File: src/core/sbg_pkg.sv
// Package with register map, field layout and reset values of the block.
package sbg_pkg;
   // Register byte offsets.
   localparam logic [7:0] SBG_CTRL_OFS = 8'h00;
   localparam logic [7:0] SBG_MODE_OFS = 8'h04;
   localparam logic [7:0] SBG_STAT_OFS = 8'h14;
   localparam logic [7:0] SBG_BRGR_OFS = 8'h20;
   localparam logic [7:0] SBG_FIDI_OFS = 8'h40;
   // Control register command bits.
   localparam int SBG_RX_SOFT_RESET_BIT = 2;
   localparam int SBG_TX_SOFT_RESET_BIT = 3;
   localparam int SBG_RX_ENABLE_BIT = 4;
   localparam int SBG_RX_DISABLE_BIT = 5;
   localparam int SBG_TX_ENABLE_BIT = 6;
   localparam int SBG_TX_DISABLE_BIT = 7;
   // Mode register fields.
   localparam int SBG_OPMODE_LSB = 0;
   localparam int SBG_CLKSEL_LSB = 4;
   localparam int SBG_SYNC_BIT = 8;
   localparam int SBG_CARD_CLOCK_OUT_EN_BIT = 18;
   localparam int SBG_OVER_BIT = 19;
   // Bit rate generator register fields.
   localparam int SBG_CD_LSB = 0;
   localparam int SBG_FP_LSB = 16;
   // Field widths.
   localparam int SBG_CD_W = 16;
   localparam int SBG_FP_W = 3;
   localparam int SBG_ETU_W = 11;
   // Operating mode codes.
   localparam logic [3:0] SBG_OPMODE_NORMAL = 4'h0;
   localparam logic [3:0] SBG_OPMODE_ISO_T0 = 4'h4;
   localparam logic [3:0] SBG_OPMODE_ISO_T1 = 4'h6;
   // Clock source codes.
   localparam logic [1:0] SBG_SRC_MCK = 2'h0;
   localparam logic [1:0] SBG_SRC_MCK_DIV = 2'h1;
   localparam logic [1:0] SBG_SRC_EXT = 2'h3;
   // Prescaler of the divided master clock, last count of a divide by 8.
   localparam logic [2:0] SBG_PRE_LAST = 3'h7;
   // Oversampling last counts for divide by 16 and divide by 8.
   localparam logic [3:0] SBG_OS16_LAST = 4'hF;
   localparam logic [3:0] SBG_OS8_LAST = 4'h7;
   // Reset values.
   localparam logic [SBG_ETU_W-1:0] SBG_ETU_RST = 11'h174;
   localparam logic [SBG_CD_W-1:0] SBG_CD_RST = 16'h0000;
   localparam logic [SBG_FP_W-1:0] SBG_FP_RST = 3'h0;
   localparam logic [3:0] SBG_OPMODE_RST = 4'h0;
   localparam logic [1:0] SBG_CLKSEL_RST = 2'h0;
endpackage

File: src/core/sbg_div_if.sv
// Interface carrying divider settings and divider outputs between modules.
`timescale 1ns/1ps
interface sbg_div_if;
   import sbg_pkg::*;
   logic [1:0] clk_sel;
   logic [SBG_CD_W-1:0] cd;
   logic [SBG_FP_W-1:0] fp;
   logic frac_allowed;
   logic sync_mode;
   logic ext_sck_lvl;
   logic div_tick;
   logic sck_lvl;
   modport ctrl (output clk_sel, cd, fp, frac_allowed, sync_mode,
      ext_sck_lvl, input div_tick, sck_lvl);
   modport div (input clk_sel, cd, fp, frac_allowed, sync_mode,
      ext_sck_lvl, output div_tick, sck_lvl);
endinterface

File: src/core/sbg_ctrl.sv
// Bit clock generator with channel enable control behind an Avalon slave.
// Functional notes
// - Divisor zero stops clock; one bypasses divider.
// - Async: sampling clock, then divide 16 or 8.
// - Source: master, master over eight, external pin.
// - Clock divisor field is sixteen bits.
// - Fraction only in normal asynchronous mode.
// - Rate: clock over 8(2-over)(divisor+fraction/8).
// - Sync mode: divide by divisor only.
// - Sync with source 3: pin clock direct.
// - Master source gives even split, odd divisor.
// - Card mode: divided clock may drive pin.
// - Card clock divided by ratio up to 2047.
// - Ratio field resets to 372.
// - Receiver disabled until enable command.
// - Transmitter disabled until enable; independent enables.
// - Configuration writable while directions disabled.
// - Soft reset ends a pending disable at once; keeps configuration and enables.
// - Receiver disable waits for current character.
// - Transmitter disable waits for holding and timeguard.
`timescale 1ns/1ps
module sbg_ctrl import sbg_pkg::*; (
   // Clock and reset.
   input wire logic sys_clk_i,
   input wire logic rst_n_i,
   // Avalon-MM slave.
   input wire logic [7:0] avs_address_i,
   input wire logic avs_read_i,
   input wire logic avs_write_i,
   input wire logic [31:0] avs_writedata_i,
   input wire logic [3:0] avs_byteenable_i,
   output logic [31:0] avs_readdata_o,
   output logic avs_waitrequest_o,
   // Serial clock pin.
   input wire logic sck_i,
   output logic sck_o,
   output logic sck_oe_o,
   // Framing logic side.
   input wire logic rx_busy_i,
   input wire logic tx_busy_i,
   output logic rx_en_o,
   output logic tx_en_o,
   output logic rx_soft_reset_o,
   output logic tx_soft_reset_o,
   output logic samp_tick_o,
   output logic baud_tick_o
);
   // All registered state of the block in one word.
   typedef struct packed {
      logic [3:0] opmode;
      logic [1:0] clk_sel;
      logic sync_mode;
      logic card_clock_out_en;
      logic over;
      logic [SBG_CD_W-1:0] cd;
      logic [SBG_FP_W-1:0] fp;
      logic [SBG_ETU_W-1:0] etu;
      logic rx_en;
      logic tx_en;
      logic rx_dis_pend;
      logic tx_dis_pend;
      logic rx_rst;
      logic tx_rst;
      logic ack;
      logic [31:0] rdata;
      logic [3:0] os_cnt;
      logic [SBG_ETU_W-1:0] etu_cnt;
      logic samp;
      logic baud;
      logic sck_s1;
      logic sck_s2;
      logic sck_out;
   } sbg_ctrl_state_type;

   sbg_ctrl_state_type st_r;
   sbg_ctrl_state_type st_nxt;
   // Settings to and results from the divider core.
   sbg_div_if dif ();
   // Bus decode and register image helpers.
   logic req;
   logic wr_now;
   logic iso_mode;
   logic [31:0] mode_word;
   logic [31:0] brgr_word;
   logic [31:0] fidi_word;
   logic [31:0] stat_word;
   logic [31:0] rd_mux;
   logic [31:0] wmerge;
   // Last oversampling count, 15 or 7.
   logic [3:0] os_last;

   // Merge write data into an old word under the byte enables.
   function automatic logic [31:0] sbg_merge(input logic [31:0] old_w,
      input logic [31:0] new_w, input logic [3:0] be);
      logic [31:0] res;
      res = old_w;
      for (int i = 0; i < 4; i++) begin
         if (be[i]) begin
            res[i*8 +: 8] = new_w[i*8 +: 8];
         end
      end
      return res;
   endfunction

   // Register images as software sees them.
   // Unused bits of every image read as zero.
   always_comb begin
      mode_word = 32'h00000000;
      mode_word[SBG_OPMODE_LSB +: 4] = st_r.opmode;
      mode_word[SBG_CLKSEL_LSB +: 2] = st_r.clk_sel;
      mode_word[SBG_SYNC_BIT] = st_r.sync_mode;
      mode_word[SBG_CARD_CLOCK_OUT_EN_BIT] = st_r.card_clock_out_en;
      mode_word[SBG_OVER_BIT] = st_r.over;
      brgr_word = 32'h00000000;
      brgr_word[SBG_CD_LSB +: SBG_CD_W] = st_r.cd;
      brgr_word[SBG_FP_LSB +: SBG_FP_W] = st_r.fp;
      fidi_word = {21'h000000, st_r.etu};
      stat_word = {28'h0000000, st_r.tx_dis_pend, st_r.rx_dis_pend,
         st_r.tx_en, st_r.rx_en};
   end

   // Read data selection; unmapped or misaligned addresses read zero.
   // The control register is write-only, so it also reads zero.
   always_comb begin
      unique case (avs_address_i)
         SBG_MODE_OFS: rd_mux = mode_word;
         SBG_STAT_OFS: rd_mux = stat_word;
         SBG_BRGR_OFS: rd_mux = brgr_word;
         SBG_FIDI_OFS: rd_mux = fidi_word;
         default: rd_mux = 32'h00000000;
      endcase
   end

   // Bus handshake terms.
   // Byte lanes left disabled keep the old bits of the merged word.
   always_comb begin
      req = avs_read_i | avs_write_i;
      wr_now = avs_write_i & st_r.ack;
      iso_mode = (st_r.opmode == SBG_OPMODE_ISO_T0) ||
         (st_r.opmode == SBG_OPMODE_ISO_T1);
      os_last = st_r.over ? SBG_OS8_LAST : SBG_OS16_LAST;
      unique case (avs_address_i)
         SBG_MODE_OFS: wmerge = sbg_merge(mode_word, avs_writedata_i,
            avs_byteenable_i);
         SBG_BRGR_OFS: wmerge = sbg_merge(brgr_word, avs_writedata_i,
            avs_byteenable_i);
         SBG_FIDI_OFS: wmerge = sbg_merge(fidi_word, avs_writedata_i,
            avs_byteenable_i);
         default: wmerge = sbg_merge(32'h00000000, avs_writedata_i,
            avs_byteenable_i);
      endcase
   end

   // Next state: bus, configuration, channel enables and rate counters.
   always_comb begin
      st_nxt = st_r;
      // Ack stands one cycle per access, giving exactly one wait state.
      st_nxt.ack = req & ~st_r.ack;
      // Read data is captured while waitrequest is still high.
      if (avs_read_i && !st_r.ack) begin
         st_nxt.rdata = rd_mux;
      end
      // Soft reset outputs are single cycle pulses.
      st_nxt.rx_rst = 1'b0;
      st_nxt.tx_rst = 1'b0;
      // Configuration writes are taken in any enable state.
      // Command writes to the control register are handled below.
      if (wr_now) begin
         unique case (avs_address_i)
            SBG_MODE_OFS: begin
               st_nxt.opmode = wmerge[SBG_OPMODE_LSB +: 4];
               st_nxt.clk_sel = wmerge[SBG_CLKSEL_LSB +: 2];
               st_nxt.sync_mode = wmerge[SBG_SYNC_BIT];
               st_nxt.card_clock_out_en = wmerge[SBG_CARD_CLOCK_OUT_EN_BIT];
               st_nxt.over = wmerge[SBG_OVER_BIT];
            end
            SBG_BRGR_OFS: begin
               st_nxt.cd = wmerge[SBG_CD_LSB +: SBG_CD_W];
               st_nxt.fp = wmerge[SBG_FP_LSB +: SBG_FP_W];
            end
            SBG_FIDI_OFS: begin
               st_nxt.etu = wmerge[SBG_ETU_W-1:0];
            end
            default: begin
            end
         endcase
      end
      // A pending disable completes once the direction has gone idle.
      // It is applied before the commands so that a new enable wins.
      if (st_r.rx_dis_pend && (!rx_busy_i || st_r.rx_rst)) begin
         st_nxt.rx_en = 1'b0;
         st_nxt.rx_dis_pend = 1'b0;
      end
      if (st_r.tx_dis_pend && (!tx_busy_i || st_r.tx_rst)) begin
         st_nxt.tx_en = 1'b0;
         st_nxt.tx_dis_pend = 1'b0;
      end
      // Commands; disable beats enable when both are written together.
      // Command bits sit in byte lane 0 and are not stored.
      if (wr_now && avs_address_i == SBG_CTRL_OFS &&
         avs_byteenable_i[0]) begin
         if (avs_writedata_i[SBG_RX_ENABLE_BIT]) begin
            st_nxt.rx_en = 1'b1;
            st_nxt.rx_dis_pend = 1'b0;
         end
         if (avs_writedata_i[SBG_TX_ENABLE_BIT]) begin
            st_nxt.tx_en = 1'b1;
            st_nxt.tx_dis_pend = 1'b0;
         end
         if (avs_writedata_i[SBG_RX_DISABLE_BIT]) begin
            st_nxt.rx_dis_pend = st_nxt.rx_en;
         end
         if (avs_writedata_i[SBG_TX_DISABLE_BIT]) begin
            st_nxt.tx_dis_pend = st_nxt.tx_en;
         end
         st_nxt.rx_rst = avs_writedata_i[SBG_RX_SOFT_RESET_BIT];
         st_nxt.tx_rst = avs_writedata_i[SBG_TX_SOFT_RESET_BIT];
      end
      // Pin clock synchroniser; the first stage feeds only the second.
      // The far side keeps its clock well below the system clock.
      st_nxt.sck_s1 = sck_i;
      st_nxt.sck_s2 = st_r.sck_s1;
      // Post divider: oversampling, bit clock or card time unit.
      st_nxt.samp = 1'b0;
      st_nxt.baud = 1'b0;
      if (dif.div_tick) begin
         // Every divided clock is a sampling clock tick.
         st_nxt.samp = 1'b1;
         // Card modes count the time unit ratio; zero stops the bit clock.
         if (iso_mode) begin
            if (st_r.etu != '0 && st_r.etu_cnt >= st_r.etu - 11'h001) begin
               st_nxt.etu_cnt = '0;
               st_nxt.baud = 1'b1;
            end else if (st_r.etu != '0) begin
               st_nxt.etu_cnt = st_r.etu_cnt + 11'h001;
            end
         end else if (st_r.sync_mode) begin
            // Synchronous mode takes every divided clock as a bit.
            st_nxt.baud = 1'b1;
         end else if (st_r.os_cnt >= os_last) begin
            // Asynchronous mode oversamples by 16 or by 8.
            st_nxt.os_cnt = 4'h0;
            st_nxt.baud = 1'b1;
         end else begin
            st_nxt.os_cnt = st_r.os_cnt + 4'h1;
         end
      end
      // Registered pin level for the sources that need no balancing.
      st_nxt.sck_out = dif.sck_lvl;
   end

   // State register.
   always_ff @(posedge sys_clk_i) begin
      if (!rst_n_i) begin
         // Configuration fields take reset values, the rest clears.
         st_r <= '0;
         st_r.etu <= SBG_ETU_RST;
         st_r.cd <= SBG_CD_RST;
         st_r.fp <= SBG_FP_RST;
         st_r.opmode <= SBG_OPMODE_RST;
         st_r.clk_sel <= SBG_CLKSEL_RST;
      end else begin
         st_r <= st_nxt;
      end
   end

   // Divider settings handed to the divider core.
   // Fractional steps are barred in card and synchronous modes.
   assign dif.clk_sel = st_r.clk_sel;
   assign dif.cd = st_r.cd;
   assign dif.fp = st_r.fp;
   assign dif.frac_allowed = (st_r.opmode == SBG_OPMODE_NORMAL) &&
      !st_r.sync_mode;
   assign dif.sync_mode = st_r.sync_mode & ~iso_mode;
   assign dif.ext_sck_lvl = st_r.sck_s2;

   // Source select with integer and fractional division.
   sbg_divider u_div (
      .sys_clk_i(sys_clk_i),
      .rst_n_i(rst_n_i),
      .dif(dif)
   );

   // Outputs.
   // Channel enables and pulses come straight from flops.
   // Waitrequest is combinational so a new request stalls at once.
   assign avs_waitrequest_o = req & ~st_r.ack;
   assign avs_readdata_o = st_r.rdata;
   assign rx_en_o = st_r.rx_en;
   assign tx_en_o = st_r.tx_en;
   assign rx_soft_reset_o = st_r.rx_rst;
   assign tx_soft_reset_o = st_r.tx_rst;
   assign samp_tick_o = st_r.samp;
   assign baud_tick_o = st_r.baud;
   // Master clock source uses the half-cycle balanced level directly.
   assign sck_o = (st_r.clk_sel == SBG_SRC_MCK) ? dif.sck_lvl : st_r.sck_out;
   // Pin is driven in card mode with card clock output set, internal source.
   assign sck_oe_o = st_r.card_clock_out_en & iso_mode &
      (st_r.clk_sel != SBG_SRC_EXT);
endmodule

File: src/core/sbg_divider.sv
// Clock source selection and integer plus fractional divider.
`timescale 1ns/1ps
module sbg_divider import sbg_pkg::*; (
   // Clock and reset.
   input wire logic sys_clk_i,
   input wire logic rst_n_i,
   // Settings and results.
   sbg_div_if.div dif
);
   typedef struct packed {
      logic [2:0] pre_cnt;
      logic [SBG_CD_W-1:0] cnt;
      logic [SBG_FP_W-1:0] acc;
      logic stretch;
      logic ext_d;
      logic tick;
      logic phase;
   } sbg_div_state_type;

   sbg_div_state_type st_r;
   sbg_div_state_type st_nxt;
   logic phase_neg_r;
   logic src_en;
   logic ext_rise;
   logic frac_on;
   logic [SBG_CD_W:0] last;
   logic [SBG_FP_W:0] acc_sum;

   // Source enable, period length and fractional accumulation.
   always_comb begin
      ext_rise = dif.ext_sck_lvl & ~st_r.ext_d;
      unique case (dif.clk_sel)
         SBG_SRC_MCK: src_en = 1'b1;
         SBG_SRC_MCK_DIV: src_en = (st_r.pre_cnt == SBG_PRE_LAST);
         default: src_en = ext_rise;
      endcase
      frac_on = dif.frac_allowed && (dif.fp != SBG_FP_RST);
      last = {1'b0, dif.cd} - 17'h00001 + {16'h0000, st_r.stretch};
      acc_sum = {1'b0, st_r.acc} + {1'b0, dif.fp};
      st_nxt = st_r;
      st_nxt.pre_cnt = st_r.pre_cnt + 3'h1;
      st_nxt.ext_d = dif.ext_sck_lvl;
      st_nxt.tick = 1'b0;
      if (dif.sync_mode && dif.clk_sel == SBG_SRC_EXT) begin
         st_nxt.tick = ext_rise;
         st_nxt.cnt = '0;
      end else if (dif.cd == SBG_CD_RST) begin
         st_nxt.cnt = '0;
         st_nxt.stretch = 1'b0;
      end else if (src_en) begin
         if ({1'b0, st_r.cnt} >= last) begin
            st_nxt.tick = 1'b1;
            st_nxt.cnt = '0;
            st_nxt.acc = frac_on ? acc_sum[SBG_FP_W-1:0] : '0;
            st_nxt.stretch = frac_on & acc_sum[SBG_FP_W];
         end else begin
            st_nxt.cnt = st_r.cnt + 16'h0001;
         end
      end
      // High for the first half of the period, rounded down.
      st_nxt.phase = (st_nxt.cnt < (dif.cd >> 1));
   end

   // State register.
   always_ff @(posedge sys_clk_i) begin
      if (!rst_n_i) begin
         st_r <= '0;
      end else begin
         st_r <= st_nxt;
      end
   end

   // Half cycle late copy that stretches odd periods to an even split.
   always_ff @(negedge sys_clk_i) begin
      if (!rst_n_i) begin
         phase_neg_r <= 1'b0;
      end else begin
         phase_neg_r <= st_r.phase;
      end
   end

   assign dif.div_tick = st_r.tick;
   // Odd divisor on the master clock takes the extra half cycle.
   assign dif.sck_lvl = st_r.phase | (phase_neg_r & dif.cd[0] &
      (dif.clk_sel == SBG_SRC_MCK));
endmodule

File: config.mk
export PLATFORM = sky130hd
export DESIGN_NAME = sbg_ctrl
export DESIGN_NICKNAME = d
export VERILOG_FILES = /design/src/core/sbg_pkg.sv /design/src/core/sbg_div_if.sv /design/src/core/sbg_ctrl.sv /design/src/core/sbg_divider.sv
export SDC_FILE = /design/constraint.sdc
export NUM_CORES = 1
export LEC_CHECK = 0
export BUFFER_PORTS_ARGS = -buffer_cell sky130_fd_sc_hd__buf_4
export CAP_MARGIN = 20
export CORE_ASPECT_RATIO = 0.8
export CORE_MARGIN = 5
export CORE_UTILIZATION = 63
export CTS_CLUSTER_DIAMETER = 80
export DETAILED_ROUTE_END_ITERATION = 10
export PLACE_DENSITY = 0.89
export SLEW_MARGIN = 10
export SYNTH_ARGS = -nofsm -noshare
export SYNTH_HDL_FRONTEND = slang
export SYNTH_SLANG_ARGS = --single-unit
File: constraint.sdc
create_clock -name sys_clk_i -period 9.9 [get_ports sys_clk_i]
set_clock_uncertainty 0.1 [all_clocks]
set_input_delay 0.495 -clock sys_clk_i [delete_from_list [all_inputs] [get_ports sys_clk_i]]
set_output_delay 0.495 -clock sys_clk_i [all_outputs]
set_load 0.02 [all_outputs]
==> results.py <==
metrics = {
    "synth": {
        "syn_area_um2": 6870,
        "synth_area_leaders": "dfxtp_1 (33%), ha_1 (9.7%), nor2_1 (5.3%), nand2_1 (5.0%), xnor2_1 (3.6%)",
        "avgSynthCellArea_um2": 8.13,
        "yosys_warnings": 0,
        "ys_ff_latch": 113,
        "synth.distinct_cells": 69,
        "seq_area_frac_synth_pct": 32.9,
        "synth-edff-count": 0,
        "synth_top_area_share_pct": 32.9,
        "synthArstFlopShare_pct": 0,
        "synth_area_leader_cell": "dfxtp_1",
        "ys.flop_type": "dfxtp_1",
        "synthCells": 845,
    },
    "cells_and_area": {
        "area_growth_pct": 14.5,
        "drive_gt1_share_pct": 14.9,
        "diodes": 0,
        "num-fill-cells": 788,
        "layout_commonest_cell": "dfxtp_1",
        "final_net_count": 984,
        "final_cell_mix": "dfxtp_1 (113), nor2_1 (97), nand2_1 (91)",
        "fin_cells": 1035,
    },
    "run_status": {
        "status": "completed",
    },
    "clock_tree": {
        "clkLatencyLatePin_ns": 0.43,
        "cts-resized-gates": 0,
        "clock_sinks": 113,
        "cts.clk_slew.worst_paths_ns": 0.05,
        "cts-root-buf": "clkbuf_16",
        "cts_buffer_depth": 2,
        "cts_hold_buf": 0,
        "numCtsBuffers": 17,
        "post-cts-setup-buffer-count": 0,
        "tritoncts": "done",
        "h-tree-depth": 4,
    },
    "sta": {
        "fin_ws_ns": 3.07,
        "hold_viol": 0,
        "worst_pin_slew_ns": 1.04,
        "relSlewSlack_pct": 30.3,
        "whs_ns": 0.186,
        "tns_ns": 0,
        "drv_slew": 0,
        "rsz0062_at_grt": "false",
        "setup_viol": 0,
    },
    "setup_path": {
        "criticalPathCategory": "reg2out",
        "timing.rr.start": "u_div.phase_neg_r",
        "critPathMaxFanout": 2,
        "r2r-end": "st_r[0]",
        "critPathArrivalTime_ns": 6.23,
        "end_kind": "output port",
        "r2r_slack_ns": 4.09,
        "critPathLaunchType": "flip-flop",
        "r2r_cells": 2,
        "required_ns": 9.31,
    },
    "global_routing": {
        "antenna_found_initial": 0,
        "grt.total_usage_pct": 28.0,
        "grt_pass1_vias": 6046,
        "grt_pass1_wl_um": 29400,
        "gr-total-overflow": 0,
        "grt_start_max_net_pins": 72,
    },
    "hold_path": {
        "hold_depth": 2,
        "hp-start": "sck_i",
        "min_to": "st_nxt[1]",
        "hp-class": "in2reg",
    },
    "route": {
        "firstDrtPassIters": 8,
        "drt_drc_violations_left": 0,
        "drt-initial-drc-count": 757,
        "postRouteAntennaNets": 0,
        "wire_per_inst_um": 17.4,
        "vias": 6297,
        "routed_wl_um": 18000,
        "viasPerCell": 6.08,
    },
    "die": {
        "die_y_um": 103,
        "start_util_pct": 63.8,
        "rows": 34,
        "core_area_um2": 10800,
        "dieArea_um2": 13100,
        "fp.dieW_um": 127,
        "io_pins": 92,
    },
    "placement": {
        "numPlacedInstances": 1003,
        "place_ws_ns": 3.55,
        "hpwl_um": 12500,
        "io_buffers": 66,
        "gp_congestion": 0.911,
    },
    "job": {
        "cap_viol_max_count": 0,
    },
    "power_and_ir_drop": {
        "ir_drop_uv": 106,
        "p_per_area_nw_per_um2": 151,
        "power.leakage_uw": 0.00317,
    },
}
-- cells in the mapped netlist (3+ instances only) --
master and count:
nor3_1 19, and2_1 12, buf_4 32, o211ai_1 5, a31oi_1 6, nor3b_1 4, nand2b_1 3, o21a_1 6
nand4_1 14, dfxtp_1 113, mux2i_1 18, a21oi_1 48, ha_1 53, nor2_1 97, a22o_1 8, a211o_1 3
inv_1 36, xnor2_1 28, or2_2 5, nand3_1 33, a211oi_1 10, nand3b_1 4, o2bb2ai_1 3, buf_2 7
clkbuf_1 22, a31o_2 6, a22oi_1 26, or3_1 4, nor4_1 9, nor2_2 11, o21ai_0 29, mux2_2 3
nand2_1 91, xor2_1 10, a21o_1 8, nor2b_1 7, and3_1 14
-- worst max-delay path, cell delays in order, from the launching register on --
cell	delay [ns]
dfxtp_1	0.35
a21oi_1	0.08
a21oi_1	0.24
buf_4	0.19
-- per-layer routing --
metal | routed length (um) | share of wire, % | track usage (%) | vias up
li1 | - | - | - | 3021
met1 | 7670 | 43 | 36.2 | 2932
met2 | 8220 | 46 | 45.0 | 300
met3 | 1700 | 9.4 | 7.91 | 44
met4 | 407 | 2.3 | 10.6 | 0
met5 | 0 | 0 | 0 | -
-- state kept, by name, indices dropped and copies added (netlist names), 2 cells and up --
| name | cells |
|---|---|
| avs_readdata_o | 20 |
| dif.cd | 16 |
| dif.clk_sel | 2 |
| dif.fp | 3 |
| fidi_word | 11 |
| mode_word | 7 |
| st_r | 19 |
| u_div.st_r | 25 |
-- worst max path at each step --
stage / start / to / slack, ns / depth (start not counted)
final: u_div.phase_neg_r / sck_o / 3.07 / 3
after global routing: u_div.phase_neg_r / sck_o / 3.06 / 3
after detailed placement: u_div.phase_neg_r / sck_o / 3.55 / 3
after CTS: u_div.phase_neg_r / sck_o / 3.08 / 3
after floorplan: rst_n_i / u_div.phase_neg_r / 3.44 / 4
after global placement: u_div.phase_neg_r / sck_o / 3.57 / 3
-- report_power, final --
part | internal, uW | switching [uW] | total, uW
combinational | 20.0 | 34.3 | 54.3
clock | 458 | 212 | 669
sequential | 458 | 2.10 | 460
total | 935 | 248 | 1180
-- kinds of logic (layout without fill, tap and decap cells) --
group           after synthesis  count (layout)  synth area share [%]
simple gates                342             342                  24.7
compound gates              173             173                  16.6
flops                       113             113                  32.9
buf+inv                     103             138                  7.74
fa+ha+maj                    54              54                  9.95
xor+xnor                     38              38                  4.85
mux                          21              21                  3.12
other cells                   1              12                0.0546
-- per-stage QoR --
stage / power (uW) / utilization [%] / instance area (um2)
2_1_floorplan: 505 / - / 6910
3_3_place_gp: 522 / 67.0 / 7210
3_5_place_dp: 523 / 67.0 / 7210
4_1_cts: 1180 / 73.0 / 7850
5_1_grt: 1210 / 73.0 / 7860
6_report: 1180 / 73.0 / 7860
-- area by class of cell --
class	instances	area (um2)	share of cell area (%)
Multi-Input combinational cell	640	4110	52.3
Sequential cell	113	2260	28.8
Timing Repair Buffer	69	518	6.59
Clock buffer	21	460	5.86
Clock inverter	11	186	2.37
Tap cell	144	180	2.29
Inverter	37	139	1.77
Power figures use the tool's default switching activity.
